<file path="src/common/bdc_map.svh">
`ifndef BDC_MAP_SVH
`define BDC_MAP_SVH

// Register indices; byte address is four times the index
`define BDC_IDX_DEV_CFG2     8'h1B
`define BDC_IDX_BAL_DIAG     8'h1C
`define BDC_IDX_DCHG_CFG     8'h1D
`define BDC_IDX_TOP_CELL     8'h1E
`define BDC_IDX_MEAS_EN      8'h40
`define BDC_IDX_MUX_POL      8'h41
`define BDC_IDX_INT_STATUS   8'h42
`define BDC_IDX_INT_MASK     8'h43

// Field positions
`define BDC_DIAG_ALT_BIT     13
`define BDC_DIAG_POL_BIT     12
`define BDC_DCHG_WIN_LSB     13
`define BDC_DCHG_CNT_LSB     8
`define BDC_CFG2_EMG_BIT     8
`define BDC_MUX_ALT_BIT      1
`define BDC_MUX_POL_BIT      0
`define BDC_INT_TIMEOUT      0
`define BDC_INT_PERIOD       1
`define BDC_INT_ALERT        2

// Reset values
`define BDC_TOP_CELL_RST     4'hC
`define BDC_VERIFY_RST       4'hF

// Timing: clock rate, tick and step lengths
`define BDC_CLK_MHZ          200
`define BDC_TICK_US          62500
`define BDC_STEP_US          7500000
`define BDC_PERIOD_S         60
`define BDC_TMO_STEP_S       7200
`define BDC_STEP_TICKS       (`BDC_STEP_US / `BDC_TICK_US)
`define BDC_PERIOD_TICKS     (`BDC_PERIOD_S * 1000000 / `BDC_TICK_US)
`define BDC_TMO_PERIODS      (`BDC_TMO_STEP_S / `BDC_PERIOD_S)

`endif

</file>
<file path="src/common/bdc_pkg.sv">
package bdc_pkg;

  // One bit per cell channel
  typedef logic [11:0] bdc_cells_t;
  // Discharge window code
  typedef logic [2:0]  bdc_win_t;
  // Interrupt event vector
  typedef logic [2:0]  bdc_events_t;

endpackage

</file>
<file path="src/design/bdc_discharge_timer.sv">
`timescale 1ns/100ps
`include "bdc_map.svh"

module bdc_discharge_timer
  import bdc_pkg::*;
#(
  parameter int TICK_CYCLES  = `BDC_TICK_US * `BDC_CLK_MHZ,
  parameter int PERIOD_TICKS = `BDC_PERIOD_TICKS,
  parameter int STEP_TICKS   = `BDC_STEP_TICKS,
  parameter int TMO_PERIODS  = `BDC_TMO_PERIODS
)
(
  // Clock and reset
  input  wire logic       i_mclk,
  input  wire logic       i_resetn,
  // Configuration
  input  wire logic       i_active,
  input  wire bdc_win_t   i_window,
  input  wire logic [7:0] i_timeout,
  // Results
  output logic            o_switch_on,
  output logic [3:0]      o_verify_count,
  output logic            o_period_pulse,
  output logic            o_expired
);

  localparam int PW = (TICK_CYCLES > 1) ? $clog2(TICK_CYCLES) : 1;
  localparam logic [PW-1:0] TICK_LAST = PW'(TICK_CYCLES - 1);
  localparam logic [9:0]    PHASE_LAST = 10'(PERIOD_TICKS - 1);

  logic [PW-1:0] pre;
  logic [9:0]    phase;
  logic [15:0]   pcnt;

  // Tick, period wrap and limits
  wire        tick = i_active & (pre == TICK_LAST);
  wire        wrap = tick & (phase == PHASE_LAST);
  wire [9:0]  on_ticks = (i_window == 3'h7) ? PHASE_LAST
                       : 10'((int'(i_window) + 1) * STEP_TICKS);
  wire [15:0] limit = 16'((int'(i_timeout) + 1) * TMO_PERIODS);
  wire [15:0] next_pcnt = pcnt + 16'h0001;
  wire [9:0]  next_phase = (!i_active || wrap) ? 10'h000
                         : tick ? phase + 10'h001 : phase;
  wire        expire = wrap & (next_pcnt >= limit);

  // Prescaler down to one tick every 62.5 ms
  always_ff @(posedge i_mclk or negedge i_resetn)
  begin
    if (!i_resetn)
      pre <= '0;
    else
      pre <= (!i_active || tick) ? '0 : pre + 1'b1;
  end

  // Phase within the 60 s cycle and elapsed cycles
  always_ff @(posedge i_mclk or negedge i_resetn)
  begin
    if (!i_resetn)
    begin
      phase <= 10'h000;
      pcnt  <= 16'h0000;
    end
    else
    begin
      phase <= next_phase;                              // [RULE_15]
      pcnt  <= !i_active ? 16'h0000 : wrap ? next_pcnt : pcnt;
    end
  end

  // Switch window, verify counter and events
  always_ff @(posedge i_mclk or negedge i_resetn)
  begin
    if (!i_resetn)
    begin
      o_switch_on    <= 1'b0;
      o_verify_count <= `BDC_VERIFY_RST;
      o_period_pulse <= 1'b0;
      o_expired      <= 1'b0;
    end
    else
    begin
      // Current phase keeps the first on stretch a full tick long
      o_switch_on    <= i_active & (phase < on_ticks); // [RULE_05] [RULE_06] [RULE_07] [RULE_08]
      o_verify_count <= !i_active ? `BDC_VERIFY_RST
                      : wrap ? o_verify_count - 4'h1 : o_verify_count; // [RULE_09]
      o_period_pulse <= wrap;
      o_expired      <= expire;                         // [RULE_11]
    end
  end

endmodule // bdc_discharge_timer

</file>
<file path="src/design/bdc_balance_discharge.sv">
// Added by the designer: the APB register port.
`timescale 1ns/100ps
`include "bdc_map.svh"

// Functional notes
// RULE_01 - Reserved register bits always read zero
// RULE_02 - Diag bit 13 mirrors alternate mux select
// RULE_03 - Diag bit 12 mirrors polarity setting
// RULE_04 - Cell enable mirror reads/writes measure enables
// RULE_05 - Window code sets duty, 7.5 s steps
// RULE_06 - Code 0: on 7.5 s, off 52.5 s
// RULE_07 - Code 1: on 15 s, off 45 s
// RULE_08 - Code 7: on 59.94 s, off 62.5 ms
// RULE_09 - Verify counter counts F down to 0, repeating
// RULE_10 - Timeout code zero disables discharge immediately
// RULE_11 - Code n ends discharge after (n+1)*2 hours
// RULE_12 - Top cell masks alerts above it
// RULE_13 - Top cell resets to 12; zero means 12
// RULE_14 - Discharge runs only while enable bit set
// RULE_15 - Fixed 60 s cycle split on/off
module bdc_balance_discharge
  import bdc_pkg::*;
#(
  parameter int TICK_CYCLES = `BDC_TICK_US * `BDC_CLK_MHZ
)
(
  // Clock and reset
  input  wire logic        i_mclk,
  input  wire logic        i_resetn,
  // APB slave
  input  wire logic        i_psel,
  input  wire logic        i_penable,
  input  wire logic        i_pwrite,
  input  wire logic [11:0] i_paddr,
  input  wire logic [31:0] i_pwdata,
  output logic [31:0]      o_prdata,
  output logic             o_pready,
  output logic             o_pslverr,
  // Balancing switch diagnostics
  input  wire bdc_cells_t  i_balance_switch_alert,
  output bdc_cells_t       o_balance_switch_alert,
  // Measurement controls
  output bdc_cells_t       o_cell_measure_enables,
  output logic             o_alt_mux_select,
  output logic             o_polarity,
  // Emergency discharge
  output logic             o_emergency_discharge_enable,
  output logic             o_discharge_switch_on,
  // Interrupt
  output logic             o_irq
);

  // Register state
  bdc_cells_t  cell_measure_enables;
  logic        alt_mux_select;
  logic        polarity;
  logic        emergency_discharge_enable;
  bdc_win_t    discharge_window;
  logic [7:0]  discharge_timeout;
  logic [3:0]  top_cell_position;
  bdc_events_t int_status;
  bdc_events_t int_mask;
  bdc_cells_t  alert_q;
  logic        irq_q;
  logic [31:0] prdata_q;
  logic        pready_q;
  logic        pslverr_q;

  // Discharge timer results
  logic        switch_on;
  logic [3:0]  discharge_verify_counter;
  logic        period_pulse;
  logic        expired;

  // Bus phases: read data is built in the first access cycle
  wire         acc_first = i_psel & i_penable & ~pready_q;
  wire         acc_done  = i_psel & i_penable & pready_q;
  wire         wr        = acc_done & i_pwrite;
  wire [7:0]   word      = i_paddr[9:2];
  wire         hi_ok     = (i_paddr[11:10] == 2'b00);

  // Address decode
  wire sel_cfg2 = hi_ok & (word == `BDC_IDX_DEV_CFG2);
  wire sel_diag = hi_ok & (word == `BDC_IDX_BAL_DIAG);
  wire sel_dchg = hi_ok & (word == `BDC_IDX_DCHG_CFG);
  wire sel_top  = hi_ok & (word == `BDC_IDX_TOP_CELL);
  wire sel_meas = hi_ok & (word == `BDC_IDX_MEAS_EN);
  wire sel_mux  = hi_ok & (word == `BDC_IDX_MUX_POL);
  wire sel_stat = hi_ok & (word == `BDC_IDX_INT_STATUS);
  wire sel_mask = hi_ok & (word == `BDC_IDX_INT_MASK);
  wire mapped   = sel_cfg2 | sel_diag | sel_dchg | sel_top
                | sel_meas | sel_mux | sel_stat | sel_mask;

  // Write strobes, taken on the completing access edge
  wire wr_cfg2 = wr & sel_cfg2;
  wire wr_diag = wr & sel_diag;
  wire wr_dchg = wr & sel_dchg;
  wire wr_top  = wr & sel_top;
  wire wr_meas = wr & sel_meas;
  wire wr_mux  = wr & sel_mux;
  wire wr_stat = wr & sel_stat;
  wire wr_mask = wr & sel_mask;

  // Read values with reserved bits forced to zero
  wire [31:0] diag_rd = {16'h0000, 2'b00, alt_mux_select, polarity,
                         cell_measure_enables};           // [RULE_01]
  wire [31:0] dchg_rd = {16'h0000, discharge_window, 1'b0,
                         discharge_verify_counter,
                         discharge_timeout};              // [RULE_01]
  wire [31:0] cfg2_rd = {16'h0000, 7'h00,
                         emergency_discharge_enable, 8'h00};
  wire [31:0] top_rd  = {28'h0000000, top_cell_position}; // [RULE_01]
  wire [31:0] meas_rd = {16'h0000, 3'h0, cell_measure_enables, 1'b0};
  wire [31:0] mux_rd  = {30'h00000000, alt_mux_select, polarity};
  wire [31:0] stat_rd = {29'h00000000, int_status};
  wire [31:0] mask_rd = {29'h00000000, int_mask};

  // Read data selection
  wire [31:0] rd_value = ({32{sel_cfg2}} & cfg2_rd)
                       | ({32{sel_diag}} & diag_rd)
                       | ({32{sel_dchg}} & dchg_rd)
                       | ({32{sel_top}}  & top_rd)
                       | ({32{sel_meas}} & meas_rd)
                       | ({32{sel_mux}}  & mux_rd)
                       | ({32{sel_stat}} & stat_rd)
                       | ({32{sel_mask}} & mask_rd);

  // Discharge runs only while enabled with a nonzero timeout
  wire active = emergency_discharge_enable
              & (discharge_timeout != 8'h00);      // [RULE_10] [RULE_14]

  // Effective top cell: zero and out-of-range codes count as 12
  wire [3:0] top_eff = ((top_cell_position == 4'h0) ||
                        (top_cell_position > `BDC_TOP_CELL_RST))
                     ? `BDC_TOP_CELL_RST : top_cell_position; // [RULE_13]

  // Channels at or below the top cell stay live
  bdc_cells_t chan_live;
  genvar gi;
  generate
    for (gi = 0; gi < 12; gi = gi + 1)
    begin : g_live
      assign chan_live[gi] = (4'(gi) < top_eff);   // [RULE_12]
    end
  endgenerate

  // Masked alerts and interrupt events
  wire bdc_cells_t masked_alert = i_balance_switch_alert & chan_live;
  bdc_events_t events;
  assign events[`BDC_INT_TIMEOUT] = expired;
  assign events[`BDC_INT_PERIOD]  = period_pulse;
  assign events[`BDC_INT_ALERT]   = |masked_alert;

  // Sticky status: a new event wins over a write-one clear
  wire bdc_events_t clr_bits = wr_stat ? i_pwdata[2:0] : 3'b000;
  wire bdc_events_t next_int_status = (int_status & ~clr_bits) | events;
  wire next_irq = |(next_int_status & int_mask);

  // Cell enables, shared by the mirror and the measure register
  wire bdc_cells_t next_cell_measure_enables =
      wr_diag ? i_pwdata[11:0]                      // [RULE_04]
    : wr_meas ? i_pwdata[12:1]
    : cell_measure_enables;

  // Mux select and polarity, shared by mirror and own register
  wire next_alt_mux_select =
      wr_diag ? i_pwdata[`BDC_DIAG_ALT_BIT]         // [RULE_02]
    : wr_mux  ? i_pwdata[`BDC_MUX_ALT_BIT]
    : alt_mux_select;
  wire next_polarity =
      wr_diag ? i_pwdata[`BDC_DIAG_POL_BIT]         // [RULE_03]
    : wr_mux  ? i_pwdata[`BDC_MUX_POL_BIT]
    : polarity;

  // Enable: software write wins, timeout expiry clears it
  wire next_emergency_discharge_enable =
      wr_cfg2 ? i_pwdata[`BDC_CFG2_EMG_BIT]
    : expired ? 1'b0                                // [RULE_11]
    : emergency_discharge_enable;

  // Measurement control registers
  always_ff @(posedge i_mclk or negedge i_resetn)
  begin
    if (!i_resetn)
    begin
      cell_measure_enables <= 12'h000;
      alt_mux_select       <= 1'b0;
      polarity             <= 1'b0;
    end
    else
    begin
      cell_measure_enables <= next_cell_measure_enables;
      alt_mux_select       <= next_alt_mux_select;
      polarity             <= next_polarity;
    end
  end

  // Emergency discharge configuration
  always_ff @(posedge i_mclk or negedge i_resetn)
  begin
    if (!i_resetn)
    begin
      emergency_discharge_enable <= 1'b0;
      discharge_window           <= 3'h0;
      discharge_timeout          <= 8'h00;
    end
    else
    begin
      emergency_discharge_enable <= next_emergency_discharge_enable;
      if (wr_dchg)
      begin
        discharge_window  <= i_pwdata[`BDC_DCHG_WIN_LSB +: 3]; // [RULE_05]
        discharge_timeout <= i_pwdata[7:0];          // [RULE_10]
      end
    end
  end

  // Top cell position
  always_ff @(posedge i_mclk or negedge i_resetn)
  begin
    if (!i_resetn)
      top_cell_position <= `BDC_TOP_CELL_RST;       // [RULE_13]
    else if (wr_top)
      top_cell_position <= i_pwdata[3:0];
  end

  // Interrupt status, mask and output
  always_ff @(posedge i_mclk or negedge i_resetn)
  begin
    if (!i_resetn)
    begin
      int_status <= 3'b000;
      int_mask   <= 3'b000;
      irq_q      <= 1'b0;
    end
    else
    begin
      int_status <= next_int_status;
      int_mask   <= wr_mask ? i_pwdata[2:0] : int_mask;
      irq_q      <= next_irq;
    end
  end

  // Registered alert outputs for live channels only
  always_ff @(posedge i_mclk or negedge i_resetn)
  begin
    if (!i_resetn)
      alert_q <= 12'h000;
    else
      alert_q <= masked_alert;                      // [RULE_12]
  end

  // APB answer: one wait state, read data and error registered
  always_ff @(posedge i_mclk or negedge i_resetn)
  begin
    if (!i_resetn)
    begin
      pready_q  <= 1'b0;
      prdata_q  <= 32'h00000000;
      pslverr_q <= 1'b0;
    end
    else
    begin
      pready_q <= acc_first;
      if (acc_first)
      begin
        prdata_q  <= i_pwrite ? 32'h00000000 : rd_value;
        pslverr_q <= ~mapped;
      end
      else
        pslverr_q <= 1'b0;
    end
  end

  // Duty-cycle window, verify counter and timeout
  bdc_discharge_timer #(
    .TICK_CYCLES  (TICK_CYCLES)
  ) u_timer (
    .i_mclk         (i_mclk),
    .i_resetn       (i_resetn),
    .i_active       (active),                       // [RULE_14]
    .i_window       (discharge_window),
    .i_timeout      (discharge_timeout),
    .o_switch_on    (switch_on),
    .o_verify_count (discharge_verify_counter),
    .o_period_pulse (period_pulse),
    .o_expired      (expired)
  );

  // Outputs straight from flip-flops
  assign o_prdata                     = prdata_q;
  assign o_pready                     = pready_q;
  assign o_pslverr                    = pslverr_q;
  assign o_balance_switch_alert       = alert_q;
  assign o_cell_measure_enables       = cell_measure_enables;
  assign o_alt_mux_select             = alt_mux_select;
  assign o_polarity                   = polarity;
  assign o_emergency_discharge_enable = emergency_discharge_enable;
  assign o_discharge_switch_on        = switch_on;
  assign o_irq                        = irq_q;

endmodule // bdc_balance_discharge

</file>
<file path="config.mk">
export PLATFORM = sky130hd
export DESIGN_NAME = bdc_balance_discharge
export DESIGN_NICKNAME = d
export VERILOG_FILES = /design/src/common/bdc_pkg.sv /design/src/design/bdc_discharge_timer.sv /design/src/design/bdc_balance_discharge.sv
export VERILOG_INCLUDE_DIRS = /design/src /design/src/common
export SDC_FILE = /design/constraint.sdc
export NUM_CORES = 1
export LEC_CHECK = 0
export ABC_CLOCK_PERIOD_IN_PS = 4430
export BUFFER_PORTS_ARGS = -buffer_cell sky130_fd_sc_hd__buf_4
export CORE_MARGIN = 5
export CORE_UTILIZATION = 53
export DETAILED_ROUTE_END_ITERATION = 10
export PLACE_DENSITY = 0.78
export SYNTH_ARGS = -nofsm -noshare
export SYNTH_HDL_FRONTEND = slang
export SYNTH_SLANG_ARGS = --single-unit
</file>
<file path="constraint.sdc">
create_clock -name i_mclk -period 4.43 [get_ports i_mclk]
set_input_delay 0.443 -clock i_mclk [delete_from_list [all_inputs] [get_ports i_mclk]]
set_output_delay 0.443 -clock i_mclk [all_outputs]
set_load 0.1 [all_outputs]
</file>
==> flow_summary.json, run 1 <==
{
  "overflow": 0,
  "status": "complete, but fails checks",
  "p_leak_nw": 4.82,
  "grt_pass1_wl_mm": 34.4,
  "period_share_pct": 106,
  "vias_per_cell": 5.70,
  "fin_ws_ps": -262,
  "synth_edf_count": 0,
  "totalWireLength_mm": 20.5,
  "hp-class": "in2async",
  "clock_latency_ps": 420,
  "rr_startpoint": "discharge_timeout[1]$_DFFE_PN0P_",
  "ys_types": 69,
  "dpl_cell_area_um2": 9390,
  "vias": 6975,
  "areaGrowthSynthToFinish_pct": 23.7,
  "firstDrtPassIters": 5,
  "grt_usage_pct": 23.3,
  "finalNetCount": 1139,
  "grt_pass1_vias": 7040,
  "worstReg2RegEnd": "u_timer.o_expired$_DFF_PN0_",
  "grt_start_max_net_pins": 68,
  "clk_pin_slew_ps": 60,
  "power.density_nw_per_um2": 291,
  "synth.most_common_cell": "dfrtp_1",
  "routedWlPerCell_um": 16.7,
  "place_congestion": 0.905,
  "critPathLaunchType": "register",
  "max_freq_ghz": 0.213,
  "synth_compound_area_share_pct": 14.2,
  "synth_area_leaders": "dfrtp_1 (36%), ha_1 (10%), xnor2_1 (4.3%)",
  "numCtsBuffers": 17,
  "drtIter0Drc": 504,
  "yosysSeqAreaShare_pct": 37.6,
  "synthMuxAreaShare_pct": 3.20,
  "yosys.area.top_type": "dfrtp_1",
  "synth_top_family_by_area": "simple AND/OR/NAND/NOR gates",
  "final_layout_size_suffix_gt1_share_pct": 23.4,
  "synth_commonest_cells": "dfrtp_1 (118), nor2_1 (75), nand2_1 (69)",
  "fin_skew_ps": 5.95,
  "boundaryPins": 124,
  "fin_crit_ps": 4690,
  "cts_sinks": 124,
  "cp_max_fo": 4,
  "worst_slew_pin_slew_ps": 1090,
  "n_antenna_cell": 0,
  "final_antenna_net_count": 0,
  "fillers": 1142,
  "synthXorXnorAreaFrac_pct": 7.30,
  "io_buffers": 89,
  "syn-cell-area_um2": 8280,
  "drv_cap": 0,
  "finalMaxSlewViolations": 0,
  "dpl.hpwl_mm": 14.1,
  "drc_errors": 0,
  "initial_core_util_pct": 54.3,
  "ys_warn_count": 0,
  "rsz0062_at_grt": "true",
  "final_cell_area_um2": 10200,
  "hold_violations": 0,
  "synth_flop_cell": "dfrtp_1",
  "crit_arrival_ps": 5010,
  "antenna_found_initial": 0,
  "violations": "negative setup slack",
  "ir_drop_mv": 0.315,
  "critical_path.endpoint_type": "register",
  "yosys.area_share.simple_pct": 18.8,
  "timing.reg2reg.setup_slack_ps": -260,
  "yosys.area_share.adder_pct": 13.0,
  "worst-r2r-cell-count": 20,
  "die_height_um": 135,
  "finalNonFillerCells": 1223,
  "slew_headroom_pct": 26.8,
  "die_width_um": 135,
  "dp_cells": 1187,
  "htreeDepth": 4,
  "synth_async_sr_flop_share_pct": 100,
  "syn_area_per_cell_um2": 9.38,
  "rows": 45,
  "syn_inst": 883,
  "cp-endpoint": "u_timer.o_expired$_DFF_PN0_",
  "crit_start": "discharge_timeout[1]$_DFFE_PN0P_",
  "core_um2": 15300,
  "die-area_um2": 18200,
  "crit_type": "reg2reg",
  "synth_top_area_share_pct": 35.7,
  "cts.path.max_buffers": 2,
  "worstPathRequired_ps": 4750,
  "cts-root-buf": "clkbuf_16",
  "cts_tree": "yes",
  "finalSetupViolCount": 1,
  "synth_seq_cells": 124
}
-- critical path, cell delays in order (launching register included) --
cell       delay (ps)
dfrtp_2           420
ha_4              190
nand3_4           120
nor2_4            140
nand2_2            80
xor2_2            170
inv_2              50
ha_1              290
inv_1              70
fa_1              430
fa_1              520
inv_1              40
ha_2              180
or4_4             520
a2111oi_4         300
nor4_1             90
ha_1              300
nand4_1           150
nor2_1            160
o2111ai_1         130
a311oi_1          250
-- sequential cells by signal, indices dropped and copies added (netlist names), 3 cells and up --
name	flops
discharge_timeout	8
discharge_window	3
int_mask	3
int_status	3
o_balance_switch_alert	12
o_cell_measure_enables	12
o_prdata	16
top_cell_position	4
u_timer.o_verify_count	4
u_timer.pcnt	16
u_timer.phase	10
u_timer.pre	24
-- stage by stage --
step	hold slack [ps]	TNS, ps	utilization (%)	total power, mW	setup slack, ps
floorplan	147	-69.0	-	1.34	-69.0
detailed placement	481	-272	61.5	1.42	-272
finish	117	-262	67.1	2.98	-262
CTS	127	-184	67.0	3.00	-184
global placement	476	-151	61.5	1.42	-151
global route	129	-500	67.1	3.07	-500
-- cell families (layout without fill, tap and decap cells) --
| logic type | count (synthesis) | count (layout) |
|---|---|---|
| flops | 124 | 124 |
| mux | 23 | 23 |
| other cells | 1 | 16 |
| fa+ha+maj | 79 | 79 |
| buf+inv | 113 | 227 |
| xor+xnor | 69 | 69 |
| compound gates | 174 | 174 |
| simple gates | 300 | 300 |
-- repair_timing --
| action | in CTS | in global routing |
|---|---|---|
| hold buffers | 0 | 0 |
| resized for setup | 21 | 1 |
| setup buffers | 2 | 2 |
| endpoints found under the setup margin | 1 | 1 |
| pin swaps | 8 | 5 |
-- final cells by class --
cell class | count | area [um^2] | area share, %
Tap cell | 211 | 264 | 2.58
Sequential cell | 124 | 3110 | 30.4
Clock inverter | 14 | 229 | 2.24
Multi-Input combinational cell | 661 | 4960 | 48.4
Timing Repair Buffer | 134 | 1010 | 9.82
Clock buffer | 18 | 439 | 4.29
Inverter | 61 | 229 | 2.24
-- worst min path at each step --
stage / endpoint / start / cells past startpoint / slack [ps]
floorplan: discharge_timeout[0]$_DFFE_PN0P_ / i_resetn / 0 / 150
global placement: o_prdata[13]$_DFFE_PN0P_ / o_prdata[13]$_DFFE_PN0P_ / 2 / 480
CTS: o_balance_switch_alert[0]$_DFF_PN0_ / i_balance_switch_alert[0] / 1 / 130
global route: o_balance_switch_alert[0]$_DFF_PN0_ / i_balance_switch_alert[0] / 1 / 130
detailed placement: u_timer.pre[0]$_DFF_PN0_ / u_timer.pre[0]$_DFF_PN0_ / 1 / 480
finish: o_balance_switch_alert[11]$_DFF_PN0_ / i_resetn / 1 / 120
-- layout by cell type, fill, tap and decap left out, drive strengths merged, types with 7 or more instances in the layout --
master	netlist	routed
fa	12	12
a221o	7	7
xor2	28	28
conb	1	16
and2	10	10
nand4	18	18
buf	22	134
mux2	18	18
nand2	69	69
nor4	8	8
nor2b	8	8
or3	19	19
a22oi	25	25
inv	61	67
nor3	14	14
o21ai	36	36
dfrtp	118	118
a21oi	50	50
and3	9	9
and4	9	9
nor2	75	75
clkbuf	30	18
ha	67	67
xnor2	41	41
nand3	29	29
-- routing by layer --
layer	vias to the layer above	routed length, um	GRT usage (%)
met5	-	0	0
met4	0	446	8.06
met3	36	991	4.88
met2	200	10200	38.7
met1	3396	8880	30.3
li1	3343	-	-
-- report_power, final --
part / switching [mW] / internal [mW]
registers: 0.00601 / 1.14
clock network: 0.554 / 1.03
logic: 0.199 / 0.0546
Power figures use the tool's default switching activity.
==> run 2, diff against run 1 <==
- ABC_AREA: unset -> 1
==> flow_summary.json, run 2 <==
{
  "antenna_found_initial": 1,
  "violations": "negative setup slack",
  "worstReg2RegEnd": "u_timer.o_expired$_DFF_PN0_",
  "die_height_um": 138,
  "vias": 7923,
  "dpl.hpwl_mm": 16.1,
  "synth_seq_cells": 124,
  "htreeDepth": 4,
  "regMostFlops": "u_timer.pre",
  "overflow": 0,
  "rr_startpoint": "discharge_timeout[0]$_DFFE_PN0P_",
  "cts-root-buf": "clkbuf_16",
  "grt_usage_pct": 22.7,
  "worst-r2r-cell-count": 27,
  "crit_start": "discharge_timeout[0]$_DFFE_PN0P_",
  "areaGrowthSynthToFinish_pct": 21.8,
  "critPathLaunchType": "register",
  "drc_errors": 0,
  "synth_commonest_cells": "nand2_1 (275), inv_1 (154), dfrtp_1 (118)",
  "die-area_um2": 19100,
  "max_freq_ghz": 0.221,
  "clk_pin_slew_ps": 60,
  "finalNonFillerCells": 1493,
  "synth_area_leaders": "dfrtp_1 (34%), nand2_1 (12%), ha_1 (9.6%)",
  "dp_cells": 1456,
  "power.density_nw_per_um2": 262,
  "hp-class": "in2reg",
  "grt_pass1_wl_mm": 36.7,
  "worstPathRequired_ps": 4770,
  "ir_drop_mv": 0.320,
  "syn_area_per_cell_um2": 7.65,
  "worst_slew_pin_slew_ps": 949,
  "cts_sinks": 124,
  "totalWireLength_mm": 22.0,
  "slew_headroom_pct": 36.7,
  "critical_path.endpoint_type": "register",
  "clock_latency_ps": 420,
  "place_congestion": 0.928,
  "synth_flop_cell": "dfrtp_1",
  "firstDrtPassIters": 5,
  "numCtsBuffers": 17,
  "hold_violations": 0,
  "yosysSeqAreaShare_pct": 35.7,
  "cp_max_fo": 3,
  "finalNetCount": 1406,
  "grt_pass1_vias": 7721,
  "fin_crit_ps": 4520,
  "tns_ps": -85.9,
  "p_leak_nw": 5.31,
  "ys_types": 51,
  "syn_inst": 1139,
  "drtIter0Drc": 498,
  "most-common-layout-cells": "nand2_1 (269), inv_1 (150), buf_4 (129), dfrtp_1 (118), nor2_1 (112)",
  "n_antenna_cell": 0,
  "timing.hold.ws_ps": 144,
  "final_layout_size_suffix_gt1_share_pct": 18.8,
  "synth_edf_count": 0,
  "fillers": 1277,
  "period_share_pct": 102,
  "synth_async_sr_flop_share_pct": 100,
  "crit_arrival_ps": 4860,
  "yosys.area.top_type": "dfrtp_1",
  "cts_tree": "yes",
  "critPathMaxStageDelay_ps": 510,
  "slowest_stage": "fa_1",
  "io_buffers": 89,
  "boundaryPins": 124,
  "initial_core_util_pct": 54.5,
  "final_antenna_net_count": 0,
  "synth.most_common_cell": "nand2_1",
  "cp-endpoint": "u_timer.o_expired$_DFF_PN0_",
  "timing.reg2reg.setup_slack_ps": -90,
  "cts_hold_buffers": 0,
  "synth_top_area_share_pct": 33.9,
  "dpl_worst_slack_ps": -266,
  "ys_warn_count": 0,
  "routedWlPerCell_um": 14.8,
  "final_common_cell": "nand2_1",
  "vias_per_cell": 5.31,
  "crit_type": "reg2reg",
  "rows": 46,
  "core_um2": 16000,
  "finalSetupViolCount": 1,
  "drv_cap": 0,
  "syn-cell-area_um2": 8720,
  "rsz0062_at_grt": "true",
  "die_width_um": 138,
  "finalMaxSlewViolations": 0,
  "cts.path.max_buffers": 2,
  "fin_ws_ps": -85.9,
  "grt_start_max_net_pins": 76,
  "largest_reg_flops": 24,
  "status": "complete, but fails checks",
  "fin_skew_ps": 7.06
}
==> run 2: changes by cell type after synthesis, moves of 18 or more <==
cell,before,now
nor2_1,75,115
mux2_2,18,0
nand2_1,69,275
xnor2_1,41,10
inv_1,61,154
clkbuf_1,30,2
or3_1,19,1
nand3_1,29,78
a22oi_1,25,0
==> run 2: logic make-up (layout without fill, tap and decap cells) <==
| logic type | count (synthesis) | after routing | synth area share, % |
|---|---|---|---|
| buf+inv | 200 | 323 | 9.83 |
| simple gates | 550 | 550 | 28.2 |
| compound gates | 131 | 131 | 8.40 |
| other cells | 1 | 16 | 0.0430 |
| flops | 124 | 124 | 35.7 |
| xor+xnor | 54 | 54 | 5.43 |
| fa+ha+maj | 79 | 79 | 12.4 |
==> run 2: layer usage <==
layer,vias up,wire length [um],global-route usage [%]
met4,2,449,6.92
met3,42,1400,4.93
met2,273,10900,38.4
met5,-,10,0
li1,3886,-,-
met1,3720,9260,29.2
==> run 2: what timing repair did <==
| action | CTS | global route |
|---|---|---|
| setup endpoints to repair | 1 | 1 |
| pin swaps | 24 | 14 |
| buffers inserted | 6 | 1 |
| resized for setup | 33 | 18 |
==> run 2: worst min-delay path by stage <==
stage | startpoint | end | slack [ps] | cells after the start
global placement | u_timer.o_period_pulse$_DFF_PN0_ | int_status[1]$_DFF_PN0_ | 440 | 2
detailed placement | u_timer.o_period_pulse$_DFF_PN0_ | int_status[1]$_DFF_PN0_ | 440 | 2
floorplan | i_resetn | discharge_timeout[0]$_DFFE_PN0P_ | 150 | 0
CTS | i_balance_switch_alert[0] | o_balance_switch_alert[0]$_DFF_PN0_ | 130 | 1
finish | i_balance_switch_alert[0] | o_balance_switch_alert[0]$_DFF_PN0_ | 140 | 1
global route | i_balance_switch_alert[0] | o_balance_switch_alert[0]$_DFF_PN0_ | 140 | 1
==> run 2: critical path: cells and delay by family, from the launching register on <==
kind | cells | cell delay [ps]
buf+inv | 6 | 470
simple gates | 12 | 1220
compound gates | 2 | 230
xor+xnor | 1 | 180
flops | 1 | 380
fa+ha+maj | 6 | 1970
==> run 2: through the flow <==
stage	instance area, um^2	utilization [%]	power [mW]
3_5_place_dp	9720	60.8	1.40
3_3_place_gp	9720	60.8	1.39
6_report	10600	66.4	2.78
2_1_floorplan	8770	-	1.32
4_1_cts	10500	65.7	2.79
5_1_grt	10600	66.4	2.85
==> run 2: final cells by class <==
type                       instances  area (um^2)  area share, %
clock buffer                      18          439           4.14
clock inverter                    12          148           1.39
inverter                         164          618           5.82
multi-input combinational        830         5060           47.7
sequential                       124         3110           29.3
tap                              216          270           2.55
timing repair buffer             129          968           9.12
==> run 2: power breakdown <==
group	internal [mW]	leakage, nW	total (mW)	switching [mW]
registers	1.14	1.62	1.14	0.00286
logic	0.0503	3.40	0.236	0.185
clock network	0.889	0.288	1.40	0.515
total	2.08	5.31	2.78	0.703
==> run 3, diff against run 2 <==
- CAP_MARGIN: unset -> 20
- CORE_UTILIZATION: 53 -> 50
- PLACE_DENSITY: 0.78 -> 0.74
- SYNTH_HIERARCHICAL: unset -> 1
==> flow_summary.json, run 3 <==
{
  "status": "completed",
  "hold_violations": 0,
  "largest_reg_flops": 24,
  "crit_start": "discharge_timeout[1]$_DFFE_PN0P_",
  "clk_pin_slew_ps": 60,
  "finalMaxSlewViolations": 0,
  "slowest_stage": "fa_1",
  "timing.reg2reg.setup_slack_ps": 350,
  "worst_slew_pin_slew_ps": 974,
  "cts-root-buf": "clkbuf_16",
  "rr_startpoint": "discharge_timeout[1]$_DFFE_PN0P_",
  "ir_drop_mv": 0.268,
  "syn_inst": 1246,
  "boundaryPins": 124,
  "final_antenna_net_count": 0,
  "antenna_found_initial": 0,
  "drc_errors": 0,
  "finalNetCount": 1475,
  "critical_path.endpoint_type": "register",
  "numCtsBuffers": 17,
  "final_common_cell": "nand2_1",
  "dpl.hpwl_mm": 16.7,
  "drv_cap": 0,
  "ys_warn_count": 6,
  "core_um2": 17900,
  "cts_sinks": 124,
  "synth_seq_cells": 124,
  "critical_path.top_delay_family": "adder cells",
  "yosysSeqAreaShare_pct": 34.3,
  "totalWireLength_mm": 22.4,
  "syn-cell-area_um2": 9070,
  "final_layout_size_suffix_gt1_share_pct": 15.4,
  "routedWlPerCell_um": 14.1,
  "cts_tree": "yes",
  "grt_usage_pct": 21.6,
  "cts.path.max_buffers": 2,
  "grt_start_max_net_pins": 71,
  "finalSetupViolCount": 0,
  "cp_max_fo": 5,
  "synth_area_leaders": "dfrtp_1 (33%), nand2_1 (15%), ha_1 (8.0%)",
  "critPathMaxStageDelay_ps": 470,
  "syn_area_per_cell_um2": 7.28,
  "drtIter0Drc": 638,
  "initial_core_util_pct": 50.7,
  "rsz0062_at_grt": "false",
  "place_congestion": 0.918,
  "io_buffers": 89,
  "synth_commonest_cells": "nand2_1 (359), inv_1 (181), dfrtp_1 (118)",
  "vias": 8232,
  "crit_type": "reg2reg",
  "critPathBufInv": 4,
  "most-common-layout-cells": "nand2_1 (358), inv_1 (180), dfrtp_1 (115), nor2_1 (113), nand3_1 (106)",
  "synth_edf_count": 0,
  "n_antenna_cell": 0,
  "yosys.area.top_type": "dfrtp_1",
  "areaGrowthSynthToFinish_pct": 16.6,
  "regMostFlops": "u_timer/pre",
  "fin_skew_ps": 15.6,
  "tns_ps": 0,
  "synth_async_sr_flop_share_pct": 100,
  "p_leak_nw": 5.60,
  "synth_top_area_share_pct": 32.5,
  "die-area_um2": 20900,
  "die_height_um": 145,
  "cts_hold_buffers": 0,
  "grt_pass1_wl_mm": 36.5,
  "fin_crit_ps": 4080,
  "rows": 49,
  "synth_flop_cell": "dfrtp_1",
  "hp-class": "in2async",
  "ys_types": 53,
  "overflow": 0,
  "finalNonFillerCells": 1585,
  "htreeDepth": 4,
  "crit_arrival_ps": 4390,
  "critPathLaunchType": "register",
  "clock_latency_ps": 430,
  "grt_pass1_vias": 7844,
  "path_cells": "buf_4 > nand3_2 > nor2_4 > nand3_1 > xor2_1 > inv_1 > fa_1 > ha_1 > ha_1 > inv_1 > o21ai_0 > a21oi_1 > nand3_1 > nand2_1 > nand2_1 > ha_1 > a21oi_1 > o21ai_0 > nor2_1 > nand3_1 > nand2_1 > inv_1",
  "synth.most_common_cell": "nand2_1",
  "max_freq_ghz": 0.245,
  "dp_cells": 1550,
  "vias_per_cell": 5.19,
  "power.density_nw_per_um2": 271,
  "die_width_um": 145,
  "slew_headroom_pct": 34.8,
  "worstPathRequired_ps": 4740,
  "period_share_pct": 92.0,
  "firstDrtPassIters": 6
}
run 3: cell count changes in the layout (fill, tap and decap cells not counted), moves of 13 or more:
cell	previous run	this run
buf_4	129	98
inv_1	150	180
nand2_1	269	358
nand3_1	77	106
nor3_1	26	12
o21ai_0	43	28
xor2_1	41	28
run 3: area by class of cell:
class	instances	area [um^2]
repair buffers	99	756
inverters	195	734
flip-flops and latches	124	3110
fillers	1652	7320
well taps	229	287
clock inverters	13	180
multi-input cells	906	5070
clock buffers	19	443
run 3: cells by family after synthesis:
logic type,after synthesis,synth area share [%]
adders and majority gates,71,10.9
buffers and inverters,231,11.0
other,1,0.0413
DFF,124,34.3
and+or+nand+nor,665,32.6
xor gates and xnor gates,43,4.23
AOI/OAI and AO/OA,111,7.03
run 3: layer usage:
metal / track usage (%) / share of wire (%) / up-vias
met4: 6.97 / 1.8 / 0
met1: 29.1 / 45 / 3860
met3: 3.52 / 5.7 / 33
li1: - / - / 4100
met5: 0 / 0 / -
met2: 35.8 / 47 / 239
run 3: through the flow:
stage | hold slack (ps) | cell area (um^2) | util, % | worst slack (ps) | power, mW
2_1_floorplan | 147 | 9130 | - | 568 | 1.33
4_1_cts | 108 | 10500 | 58.7 | 75.6 | 2.88
5_1_grt | 129 | 10600 | 59.1 | 19.2 | 2.94
3_5_place_dp | 466 | 9890 | 55.2 | 100 | 1.40
6_report | 76.1 | 10600 | 59.1 | 353 | 2.86
3_3_place_gp | 452 | 9890 | 55.2 | 201 | 1.40
run 3: power breakdown:
part | internal, mW | total, mW | switching, mW
combinational | 0.0474 | 0.235 | 0.187
clock | 0.917 | 1.49 | 0.568
sequential | 1.14 | 1.14 | 0.00350
total | 2.11 | 2.86 | 0.759
run 3: worst register-to-register path, delay by kind of cell, from the launching register on:
family	cells	cell delay [ps]
simple gates	9	960
buf+inv	4	430
xor+xnor	1	210
compound gates	4	570
fa+ha+maj	4	1410
flops	1	400
run 3: repair_timing:
item,4_1_cts,5_1_grt
setup buffers,0,3
resized for setup,0,14
endpoints found under the setup margin,0,1
run 3: final timing paths:
path | to | depth (start not counted)
worst min register to register | int_status[1]$_DFF_PN0_ | 2
worst min-delay path | u_timer/phase[6]$_DFFE_PN0P_ | 1
worst max register to register | u_timer/o_expired$_DFF_PN0_ | 22
min in group i_mclk | o_balance_switch_alert[0]$_DFF_PN0_ | 1
worst max-delay path | u_timer/o_expired$_DFF_PN0_ | 22
max in group asynchronous | top_cell_position[3]$_DFFE_PN1P_ | 2
